$ cat src/gyro_regs_pkg.sv
// Constants for the dual-axis rate sensor register readout block.
// Assumes an 8-bit register space reached by a 16-bit-per-access serial port.
package gyro_regs_pkg;

  // ************************************************
  // Register addresses
  // ************************************************
  localparam logic [6:0] ADDR_X_RATE_LOW        = 7'h08;
  localparam logic [6:0] ADDR_X_RATE_HIGH       = 7'h09;
  localparam logic [6:0] ADDR_Y_RATE_LOW        = 7'h0a;
  localparam logic [6:0] ADDR_Y_RATE_HIGH       = 7'h0b;
  localparam logic [6:0] ADDR_TEMPERATURE_LOW   = 7'h0c;
  localparam logic [6:0] ADDR_TEMPERATURE_HIGH  = 7'h0d;
  localparam logic [6:0] ADDR_POWER_CONTROL     = 7'h10;
  localparam logic [6:0] ADDR_FILTER_POLE       = 7'h11;
  localparam logic [6:0] ADDR_PIN_FUNCTION      = 7'h12;

  // ************************************************
  // Field positions and reset values
  // ************************************************
  localparam int         TEMP_ENABLE_BIT        = 0;
  localparam int         MEASURE_BIT            = 1;
  localparam int         LOWPASS_LSB            = 0;
  localparam int         HIGHPASS_LSB           = 4;
  localparam logic [7:0] POWER_CONTROL_MASK     = 8'h03;
  localparam logic [7:0] FILTER_POLE_MASK       = 8'hf7;
  localparam logic [7:0] PIN_FUNCTION_MASK      = 8'h03;
  localparam logic [7:0] POWER_CONTROL_RESET    = 8'h00;
  localparam logic [7:0] FILTER_POLE_RESET      = 8'h00;
  localparam logic [7:0] PIN_FUNCTION_RESET     = 8'h00;
  localparam logic [1:0] PIN_FN_DATA_READY      = 2'h1;
  localparam int         PIN_FN_OUTPUT_BIT      = 0;
  localparam logic [15:0] RATE_RESET            = 16'h0000;
  localparam logic [11:0] TEMP_RESET            = 12'h000;

  // ************************************************
  // Serial framing
  // ************************************************
  localparam logic [2:0] LAST_BIT               = 3'h7;
  localparam logic       DIR_READ               = 1'b1;

  // Serial engine states
  typedef enum logic [2:0] {
    ST_IDLE   = 3'b001,
    ST_HEADER = 3'b010,
    ST_DATA   = 3'b100
  } serial_state_t;

endpackage

$ cat src/gyro_rate_temp_register_readout.sv
// Register readout and control for a dual-axis angular rate sensor.
// Assumes sensor samples arrive on clk with one-cycle valid strobes, and the
// serial port pins come from an external host (synchronised here).
//
// Operation
// - X rate at first register pair, Y rate at following pair.
// - Lower address holds low byte, higher address high byte.
// - Rate bytes stay coherent for a whole multi-byte read burst.
// - Temperature is 12-bit; high register upper nibble reads zero.
// - Temperature and rate bytes are consistent across one burst.
// - Temperature code is ten counts per degree, zero means zero.
// - Power bit zero enables temperature sensor, reset off.
// - Power bit one selects measurement; bits seven to two read zero.
// - After reset the device stays in standby until host sets it.
// - Three-bit filter field selects the low-pass pole.
// - Four-bit upper filter field selects the high-pass pole.
// - Pin field 01 drives sync pin high while new data unread.
// - Pin field bit zero low samples sync pin as analog enable.
// - Transaction: direction bit, seven-bit address, eight-bit data.
// - In standby only single-register transactions are served.
`timescale 1ns/10ps
module gyro_rate_temp_register_readout
(
  input  wire logic        clk,
  input  wire logic        nrst,
  input  wire logic        sclk_pin,
  input  wire logic        cs_n_pin,
  input  wire logic        sdi_pin,
  output logic             sdo_out,
  output logic             sdo_oe,
  input  wire logic        shared_event_pin_in,
  output logic             shared_event_pin_out,
  output logic             shared_event_pin_oe,
  input  wire logic [15:0] rate_x_in,
  input  wire logic [15:0] rate_y_in,
  input  wire logic        rate_valid,
  input  wire logic [11:0] temp_in,
  input  wire logic        temp_valid,
  output logic             measurement_mode,
  output logic             temp_sensor_enable,
  output logic [2:0]       lowpass_pole_select,
  output logic [3:0]       highpass_pole_select,
  output logic             analog_output_enable
);
  import gyro_regs_pkg::*;

  // ************************************************
  // Pin synchronisers
  // ************************************************
  logic [2:0] sclk_sync_reg;
  logic [2:0] cs_sync_reg;
  logic [1:0] sdi_sync_reg;
  logic [1:0] pin_sync_reg;
  // Stage 0 feeds stage 1 only; stage 2 is the edge-detect history
  always_ff @(posedge clk or negedge nrst) begin
    if (!nrst) begin
      sclk_sync_reg <= 3'h7;
      cs_sync_reg   <= 3'h7;
      sdi_sync_reg  <= 2'h0;
      pin_sync_reg  <= 2'h0;
    end else begin
      sclk_sync_reg <= {sclk_sync_reg[1:0], sclk_pin};
      cs_sync_reg   <= {cs_sync_reg[1:0], cs_n_pin};
      sdi_sync_reg  <= {sdi_sync_reg[0], sdi_pin};
      pin_sync_reg  <= {pin_sync_reg[0], shared_event_pin_in};
    end
  end

  logic sclk_rise;
  logic sclk_fall;
  logic cs_active;
  logic cs_start;
  logic sdi_bit;
  // Edges only from synchronised stages; 5 MHz serial clock leaves 2+ cycles per phase
  assign sclk_rise = sclk_sync_reg[1] & ~sclk_sync_reg[2];
  assign sclk_fall = ~sclk_sync_reg[1] & sclk_sync_reg[2];
  assign cs_active = ~cs_sync_reg[1];
  assign cs_start  = ~cs_sync_reg[1] & cs_sync_reg[2];
  assign sdi_bit   = sdi_sync_reg[1];

  // ************************************************
  // Decode helpers
  // ************************************************
  function automatic logic is_rate_addr(input logic [6:0] a);
    is_rate_addr = (a >= ADDR_X_RATE_LOW) && (a <= ADDR_Y_RATE_HIGH);
  endfunction

  logic [15:0] snap_x_reg;
  logic [15:0] snap_y_reg;
  logic [11:0] snap_temp_reg;
  logic [7:0]  power_reg;
  logic [7:0]  filter_reg;
  logic [7:0]  pin_fn_reg;
  // Data registers read from the burst snapshot, never the live sample
  function automatic logic [7:0] read_mux(input logic [6:0] a);
    case (a)
      ADDR_X_RATE_LOW:       read_mux = snap_x_reg[7:0];
      ADDR_X_RATE_HIGH:      read_mux = snap_x_reg[15:8];
      ADDR_Y_RATE_LOW:       read_mux = snap_y_reg[7:0];
      ADDR_Y_RATE_HIGH:      read_mux = snap_y_reg[15:8];
      ADDR_TEMPERATURE_LOW:  read_mux = snap_temp_reg[7:0];
      ADDR_TEMPERATURE_HIGH: read_mux = {4'h0, snap_temp_reg[11:8]};
      ADDR_POWER_CONTROL:    read_mux = power_reg;
      ADDR_FILTER_POLE:      read_mux = filter_reg;
      ADDR_PIN_FUNCTION:     read_mux = pin_fn_reg;
      default:               read_mux = 8'h00;
    endcase
  endfunction

  // ************************************************
  // Sample capture and snapshot
  // ************************************************
  logic [15:0] live_x_reg;
  logic [15:0] live_y_reg;
  logic [11:0] live_temp_reg;
  logic [15:0] live_x_next;
  logic [15:0] live_y_next;
  logic [11:0] live_temp_next;
  logic [15:0] snap_x_next;
  logic [15:0] snap_y_next;
  logic [11:0] snap_temp_next;
  // Live words follow the sensor; the snapshot is frozen while chip select is low
  always_comb begin
    live_x_next    = live_x_reg;
    live_y_next    = live_y_reg;
    live_temp_next = live_temp_reg;
    snap_x_next    = snap_x_reg;
    snap_y_next    = snap_y_reg;
    snap_temp_next = snap_temp_reg;
    if (rate_valid && power_reg[MEASURE_BIT]) begin
      live_x_next = rate_x_in;
      live_y_next = rate_y_in;
    end
    if (temp_valid && power_reg[TEMP_ENABLE_BIT]) begin
      live_temp_next = temp_in;
    end
    // One copy per frame keeps all six data bytes from the same instant
    if (cs_start) begin
      snap_x_next    = live_x_reg;
      snap_y_next    = live_y_reg;
      snap_temp_next = live_temp_reg;
    end
  end
  always_ff @(posedge clk or negedge nrst) begin
    if (!nrst) begin
      live_x_reg    <= RATE_RESET;
      live_y_reg    <= RATE_RESET;
      live_temp_reg <= TEMP_RESET;
      snap_x_reg    <= RATE_RESET;
      snap_y_reg    <= RATE_RESET;
      snap_temp_reg <= TEMP_RESET;
    end else begin
      live_x_reg    <= live_x_next;
      live_y_reg    <= live_y_next;
      live_temp_reg <= live_temp_next;
      snap_x_reg    <= snap_x_next;
      snap_y_reg    <= snap_y_next;
      snap_temp_reg <= snap_temp_next;
    end
  end

  // ************************************************
  // Serial engine
  // ************************************************
  serial_state_t state_reg;
  serial_state_t state_next;
  logic [2:0]    bit_cnt_reg;
  logic [2:0]    bit_cnt_next;
  logic [7:0]    rx_reg;
  logic [7:0]    rx_next;
  logic [7:0]    tx_reg;
  logic [7:0]    tx_next;
  logic [6:0]    addr_reg;
  logic [6:0]    addr_next;
  logic          dir_read_reg;
  logic          dir_read_next;
  logic          first_byte_reg;
  logic          first_byte_next;
  logic          sdo_next;
  logic          wr_en;
  logic [7:0]    wr_data;
  logic          rate_read_done;
  logic          byte_allowed;
  // Standby serves only the first data byte of a frame
  assign byte_allowed = first_byte_reg | power_reg[MEASURE_BIT];
  always_comb begin
    state_next      = state_reg;
    bit_cnt_next    = bit_cnt_reg;
    rx_next         = rx_reg;
    tx_next         = tx_reg;
    addr_next       = addr_reg;
    dir_read_next   = dir_read_reg;
    first_byte_next = first_byte_reg;
    sdo_next        = sdo_out;
    wr_en           = 1'b0;
    wr_data         = {rx_reg[6:0], sdi_bit};
    rate_read_done  = 1'b0;
    case (state_reg)
      ST_IDLE: begin
        bit_cnt_next = 3'h0;
        if (cs_active) begin
          state_next = ST_HEADER;
        end
      end
      ST_HEADER: begin
        if (sclk_rise) begin
          rx_next      = {rx_reg[6:0], sdi_bit};
          bit_cnt_next = bit_cnt_reg + 3'h1;
          if (bit_cnt_reg == LAST_BIT) begin
            // Direction bit first, then seven address bits
            dir_read_next   = (rx_reg[6] == DIR_READ);
            addr_next       = {rx_reg[5:0], sdi_bit};
            tx_next         = read_mux({rx_reg[5:0], sdi_bit});
            first_byte_next = 1'b1;
            state_next      = ST_DATA;
          end
        end
      end
      ST_DATA: begin
        // Host samples on rising edge, so data moves on the falling edge
        if (sclk_fall && dir_read_reg) begin
          sdo_next = tx_reg[7];
          tx_next  = {tx_reg[6:0], 1'b0};
        end
        if (sclk_rise) begin
          rx_next      = {rx_reg[6:0], sdi_bit};
          bit_cnt_next = bit_cnt_reg + 3'h1;
          if (bit_cnt_reg == LAST_BIT) begin
            wr_en           = ~dir_read_reg & byte_allowed;
            rate_read_done  = dir_read_reg & byte_allowed & is_rate_addr(addr_reg);
            first_byte_next = 1'b0;
            // Bursts walk the address upward; standby returns zeros instead
            addr_next = addr_reg + 7'h1;
            tx_next   = power_reg[MEASURE_BIT] ? read_mux(addr_reg + 7'h1) : 8'h00;
          end
        end
      end
      default: state_next = ST_IDLE;
    endcase
    // Chip select release aborts any partial byte
    if (!cs_active) begin
      state_next = ST_IDLE;
      sdo_next   = 1'b0;
    end
  end
  always_ff @(posedge clk or negedge nrst) begin
    if (!nrst) begin
      state_reg      <= ST_IDLE;
      bit_cnt_reg    <= 3'h0;
      rx_reg         <= 8'h00;
      tx_reg         <= 8'h00;
      addr_reg       <= 7'h00;
      dir_read_reg   <= 1'b0;
      first_byte_reg <= 1'b0;
      sdo_out        <= 1'b0;
      sdo_oe         <= 1'b0;
    end else begin
      state_reg      <= state_next;
      bit_cnt_reg    <= bit_cnt_next;
      rx_reg         <= rx_next;
      tx_reg         <= tx_next;
      addr_reg       <= addr_next;
      dir_read_reg   <= dir_read_next;
      first_byte_reg <= first_byte_next;
      sdo_out        <= sdo_next;
      sdo_oe         <= (state_next == ST_DATA) & dir_read_next;
    end
  end

  // ************************************************
  // Control registers and data-ready
  // ************************************************
  logic [7:0] power_next;
  logic [7:0] filter_next;
  logic [7:0] pin_fn_next;
  logic       data_ready_reg;
  logic       data_ready_next;
  logic       newer_reg;
  logic       newer_next;
  always_comb begin
    power_next  = power_reg;
    filter_next = filter_reg;
    pin_fn_next = pin_fn_reg;
    if (wr_en) begin
      case (addr_reg)
        ADDR_POWER_CONTROL: power_next  = wr_data & POWER_CONTROL_MASK;
        ADDR_FILTER_POLE:   filter_next = wr_data & FILTER_POLE_MASK;
        ADDR_PIN_FUNCTION:  pin_fn_next = wr_data & PIN_FUNCTION_MASK;
        default:            power_next  = power_reg;
      endcase
    end
    // A fresh sample landing with the clearing read wins, so no update is lost
    data_ready_next = data_ready_reg;
    // A sample newer than this frame's snapshot stays flagged until a later frame reads it
    newer_next      = newer_reg & ~cs_start;
    if (rate_read_done && !newer_reg) begin
      data_ready_next = 1'b0;
    end
    if (rate_valid && power_reg[MEASURE_BIT]) begin
      data_ready_next = 1'b1;
      newer_next      = 1'b1;
    end
  end

  // Reset leaves standby selected and the temperature sensor off
  always_ff @(posedge clk or negedge nrst) begin
    if (!nrst) begin
      power_reg      <= POWER_CONTROL_RESET;
      filter_reg     <= FILTER_POLE_RESET;
      pin_fn_reg     <= PIN_FUNCTION_RESET;
      data_ready_reg <= 1'b0;
      newer_reg      <= 1'b0;
      measurement_mode     <= 1'b0;
      temp_sensor_enable   <= 1'b0;
      lowpass_pole_select  <= 3'h0;
      highpass_pole_select <= 4'h0;
      shared_event_pin_out <= 1'b0;
      shared_event_pin_oe  <= 1'b0;
      analog_output_enable <= 1'b0;
    end else begin
      power_reg      <= power_next;
      filter_reg     <= filter_next;
      pin_fn_reg     <= pin_fn_next;
      data_ready_reg <= data_ready_next;
      newer_reg      <= newer_next;
      measurement_mode     <= power_next[MEASURE_BIT];
      temp_sensor_enable   <= power_next[TEMP_ENABLE_BIT];
      lowpass_pole_select  <= filter_next[LOWPASS_LSB +: 3];
      highpass_pole_select <= filter_next[HIGHPASS_LSB +: 4];
      // Pattern 11 is undefined; the pin is left undriven then
      shared_event_pin_oe  <= (pin_fn_next == PIN_FN_DATA_READY);
      shared_event_pin_out <= (pin_fn_next == PIN_FN_DATA_READY) & data_ready_next;
      analog_output_enable <= ~pin_fn_next[PIN_FN_OUTPUT_BIT] & pin_sync_reg[1];
    end
  end

endmodule // gyro_rate_temp_register_readout

$ cat config.mk
export PLATFORM = sky130hd
export DESIGN_NAME = gyro_rate_temp_register_readout
export DESIGN_NICKNAME = d
export VERILOG_FILES = /design/src/gyro_regs_pkg.sv /design/src/gyro_rate_temp_register_readout.sv
export SDC_FILE = /design/constraint.sdc
export NUM_CORES = 1
export LEC_CHECK = 0
export ABC_AREA = 1
export BUFFER_PORTS_ARGS = -buffer_cell sky130_fd_sc_hd__buf_2
export CAP_MARGIN = 5
export CORE_MARGIN = 2
export CORE_UTILIZATION = 35
export CTS_CLUSTER_DIAMETER = 200
export DETAILED_ROUTE_END_ITERATION = 10
export GPL_TIMING_DRIVEN = 0
export PLACE_DENSITY = 0.55
export SLEW_MARGIN = 20
export SYNTH_ARGS = -nofsm -noshare
export SYNTH_HDL_FRONTEND = slang
export SYNTH_SLANG_ARGS = --single-unit
$ cat constraint.sdc
create_clock -name clk -period 4 [get_ports clk]
set_input_delay 0 -clock clk [delete_from_list [all_inputs] [get_ports clk]]
set_output_delay 0 -clock clk [all_outputs]
set_load 0.02 [all_outputs]
After elaboration in Yosys (flattened, before gate mapping)

Index checks and enable logic that the tools add are counted.

Register bits after elaboration: 161
Input bits: 52
Logic and storage cells: 146

Add/subtract/negate cells: 2
$lt $le $gt $ge: 2
Eq/ne operators: 32
Muxes and demuxes: 46
Bitwise logic cells: 17
Reduce and logical (&&, ||, !) cells: 16

Operators by type and width:

| cell                | number |
|---|---|
| $pmux 8 s9          | 2 |
| $eq 7x4->1 const B  | 12 |
| $mux 8              | 10 |
| $eq 7x5->1 const B  | 9 |
| $mux 7              | 4 |
| $mux 1              | 19 |
| $pmux 8 s2          | 1 |
| $pmux 7 s2          | 1 |
| $mux 3              | 4 |
| $and 1x1->1         | 10 |
| $eq 3x3->1 const B  | 3 |
| $pmux 3 s3          | 1 |
| $eq 8x1->1 const B  | 1 |
| $ne 2x2->1 const B  | 4 |
| $reduce_bool 2->1   | 4 |
| $add 7x1->7 const B | 1 |
| $ge 7x4->1 const B  | 1 |
| $le 7x4->1 const B  | 1 |
| $not 1->1           | 6 |
| $pmux 3 s2          | 1 |
| $reduce_and 2->1    | 3 |
| $logic_and 1x1->1   | 5 |
| $reduce_and 5->1    | 1 |
| $mux 2              | 2 |
| other kinds (9)     | 9 |

Longest topological paths before layout

Depth in word-level cells: 10
Depth in mapped cells: 16
Gate-level depth less buffers: 15

Least setup slack after synthesis

No wires, ideal clock.

Path type: register to register
Start: register addr_reg[0]
End: register tx_reg[6]
Arrival time: 1.830 ns
Data required time: 3.927 ns
Slack: 2.096 ns
Cell stages (with the launch flop): 16
Cell sequence: dfrtp_1 -> ha_1 -> nand2_1 -> clkinv_1 -> nand2_1 -> nand3_1 -> nor2_4 -> buf_6 -> nand3_1 -> o21ai_1 -> nor2_1 -> nand3_1 -> nand2_1 -> nand2_1 -> nand2_1 -> a21oi_2

Word-level cells in the longest chain between the ends: 7

Ends and longest elaborated chain:

| what                                     | line                                   | RTL |
|---|---|---|
| from (decl)                              | gyro_rate_temp_register_readout.sv:173 | `logic [6:0] addr_reg;` |
| from (signal assigned)                   | gyro_rate_temp_register_readout.sv:262 | `addr_reg <= addr_next;` |
| $add 7x1->7 *                            | gyro_rate_temp_register_readout.sv:234 | `tx_next = power_reg[MEASURE_BIT] ? read_mux(addr_reg + 7'h1) : 8'h00;` |
| $eq 7x5->1 or $eq 7x4->1 (tied branches) | gyro_rate_temp_register_readout.sv:96  | `case (a)` |
| $pmux 8 s9 *                             | gyro_rate_temp_register_readout.sv:96  |  |
| $mux 8 *                                 | gyro_rate_temp_register_readout.sv:234 |  |
| $mux 8 *                                 | gyro_rate_temp_register_readout.sv:228 | `if (bit_cnt_reg == LAST_BIT) begin` |
| $mux 8 *                                 | gyro_rate_temp_register_readout.sv:225 | `if (sclk_rise) begin` |
| $pmux 8 s2 *                             | gyro_rate_temp_register_readout.sv:198 | `case (state_reg)` |
| to (signal assigned)                     | gyro_rate_temp_register_readout.sv:261 | `tx_reg <= tx_next;` |
| to (decl)                                | gyro_rate_temp_register_readout.sv:171 | `logic [7:0] tx_reg;` |

Mark *: on every way between the ends. The rest lies on a longest branch, timed or not.
A chain may end at the register's enable or synchronous reset.

Final worst setup path

Same ends and word-level chain as after synthesis.

==> flow_summary.toml <==
[clock_tree]
insertion_delay_ns = 0.44
clkSinkCount = 152
ctsLongestPathBuffers = 2
cts_root_buffer = "clkbuf_16"
cts_buffers = 17
cts_tree = "built"
cts.clk_slew.worst_paths_ns = 0.07
postCtsSetupBuffers = 0
ctsHoldBuffers = 51
cts_htree_levels = 4
cts-resized-gates = 0

[synthesis]
synthDistinctLibCells = 42
netlist_area_mm2 = 0.00739
ys_seq_area_frac = 0.516
netlist_top_cells_area = "dfrtp_1, nand2_1, o21ai_0, inv_1, nor2_1"
synth-seq-cells = 152
avgSynthCellArea_um2 = 8.35
netlist.area_leader.share = 0.491
postSynthCellCount = 885
yosysWarnings = 0
post-synth-top-area-cell = "dfrtp_1"
synthesis.nets = 945

[sta]
report.final.setup_viol = 0
maxSlewHeadroom = 0.489
tightest_slew_ns = 0.763
skew_ns = 0.0119
hold_slack_ns = 0.0366
setup_ws_ns = 1.43
finalHoldViolations = 0
rsz0062_at_grt = "false"
period_needed_ns = 2.57
fmax_mhz = 388
post-route-period-util = 0.644
drv_slew = 0
tns_ns = 0

[setup_path]
arrival_ns = 2.94
setup.worst_path.end_class = "register"
crit_type = "register to register"
cp_max_fo = 8
cp_common_cell = "nand2_1"
slowest_stage = "dfrtp_1"
worstSetupStartpointType = "register"
crit_chain = "ha_1 > nand2_1 > nand2_1 > inv_1 > nand2_1 > nor2_1 > nand2_1 > o21ai_0 > inv_1 > nand3_1 > nand2_1 > nand2_1 > nand2_1 > a21oi_2"
crit_required_ns = 4.37
cpPeakStageDelay_ns = 0.49

[power]
power_mw = 3.54
ir_worst_vdd_uv = 250
powerDensity_mw_per_mm2 = 385
leakagePower_nw = 4.66

[final_layout]
layout-drive-gt1-share = 0.164
finalInstanceArea_mm2 = 0.00920
area_growth_pct = 24.4
final_common_cell = "nand2_1"
final_cell_mix = "nand2_1, dfrtp_1, inv_1"
nets = 1081
n_fill_cell = 2116
antennaDiodeCount = 0

[route]
drt_wl_total_mm = 21.8
detail_route.wl_per_cell_um = 16.6
via_per_inst = 4.96
drt_iter0_markers = 546
drc = 0
vias = 6493
ant_nets = 0
first_pass_iters = 7

[placement]
pre_cts_slack_ns = 1.55
gp_congestion = 0.948
post-dp-hpwl_mm = 15.8
portBuffers = 65
place_area_mm2 = 0.00810

[global_routing]
grt_max_degree = 98
antenna_found_initial = 0
first_global_vias = 6313
track_usage = 0.207
gr-total-overflow = 0
grt_pass1_wl_mm = 35.0

[floorplan]
die_w_um = 149
design.core.area_mm2 = 0.0209
start_util = 0.354
die_h_um = 149
row_count = 53
die-area_mm2 = 0.0223
io_pins = 66

[run_status]
status = "completed"

[worst_hold_path]
hp-class = "input port to register"

[run]
max-cap-violations = 0
==> routing by layer <==
layer  up-vias  wire [µm]  GRT usage  share of wire
met4         0        551     0.0771          0.025
li1       3148          -          -              -
met3        36        788     0.0318          0.036
met1      3148      10200      0.284           0.47
met2       161      10300      0.332           0.47
met5         -          0          0              0
==> power breakdown <==
group	internal [mW]	total (mW)	leakage [nW]	switching (mW)
clock	0.900	1.62	0.292	0.722
combinational	0.0970	0.254	2.52	0.157
sequential	1.60	1.66	1.85	0.0552
==> synthesized netlist by cell type <==
cell / n
nand2_4: 1
nor3b_2: 1
buf_6: 4
buf_1: 5
nand3_4: 1
o221ai_1: 2
a21oi_2: 4
inv_1: 105
nand2_2: 2
a21oi_1: 51
nand3_1: 68
dfrtp_1: 145
o2111ai_1: 1
o211a_1: 1
clkbuf_1: 15
nor3_4: 1
nor2_1: 101
o211ai_1: 5
o31ai_1: 4
nor2_8: 2
o21ai_1: 9
nand4_1: 6
nor3_1: 7
a211oi_1: 5
nand3b_1: 1
dfstp_2: 7
o311ai_0: 1
nor3_2: 1
buf_2: 3
nand3_2: 4
mux2_2: 23
nor2_2: 6
a221oi_1: 2
ha_1: 8
nor2_4: 1
o21ai_2: 2
clkinv_1: 2
o2bb2ai_1: 1
o21ai_0: 80
inv_2: 7
or2_2: 2
nand2_1: 188
==> kinds of logic (layout without fill, tap and decap cells) <==
| kind of cell | Yosys count | after routing | synth area share |
|---|---|---|---|
| AOI/OAI and AO/OA | 168 | 168 | 0.126 |
| muxes | 23 | 23 | 0.0350 |
| and+or+nand+nor | 393 | 393 | 0.234 |
| adders and majority gates | 8 | 8 | 0.0135 |
| buffers and inverters | 141 | 290 | 0.0762 |
| DFF | 152 | 152 | 0.516 |
==> path summary, 6_finish.rpt <==
check	end	cells past startpoint	startpoint	slack, ns
worst min register to register	pin_sync_reg[1]	0	pin_sync_reg[0]	0.35
worst max register to register	tx_reg[6]	14	addr_reg[0]	1.43
worst min-delay path	live_y_reg[0]	3	rate_valid	0.04
max in group asynchronous	snap_temp_reg[10]	3	nrst	3.08
min in group asynchronous	shared_event_pin_oe	2	nrst	0.07
worst max-delay path	tx_reg[6]	14	addr_reg[0]	1.43
==> stage by stage <==
| step | util | cells |
|---|---|---|
| after detailed placement | 0.388 | 1226 |
| after global routing | 0.440 | 1309 |
| after global placement | 0.386 | 1225 |
| after CTS | 0.440 | 1309 |
| after floorplan | - | 885 |
| final | 0.440 | 1309 |
==> area by class of cell <==
cell class,instances,area (µm²),area share
Sequential cell,152,3810,0.415
Multi-Input combinational cell,592,3020,0.328
Timing Repair Buffer,117,873,0.0950
Clock buffer,18,439,0.0478
Inverter,114,428,0.0465
Tap cell,275,344,0.0374
Clock inverter,14,149,0.0162
Buffer,27,135,0.0147
==> critical path, delay by kind of cell (launching register included) <==
| family | cells | cell delay (ns) |
|---|---|---|
| AOI/OAI and AO/OA | 2 | 0.31 |
| adders and majority gates | 1 | 0.30 |
| buffers and inverters | 2 | 0.14 |
| DFF | 1 | 0.49 |
| and+or+nand+nor | 9 | 1.27 |
Power figures use the tool's default switching activity.
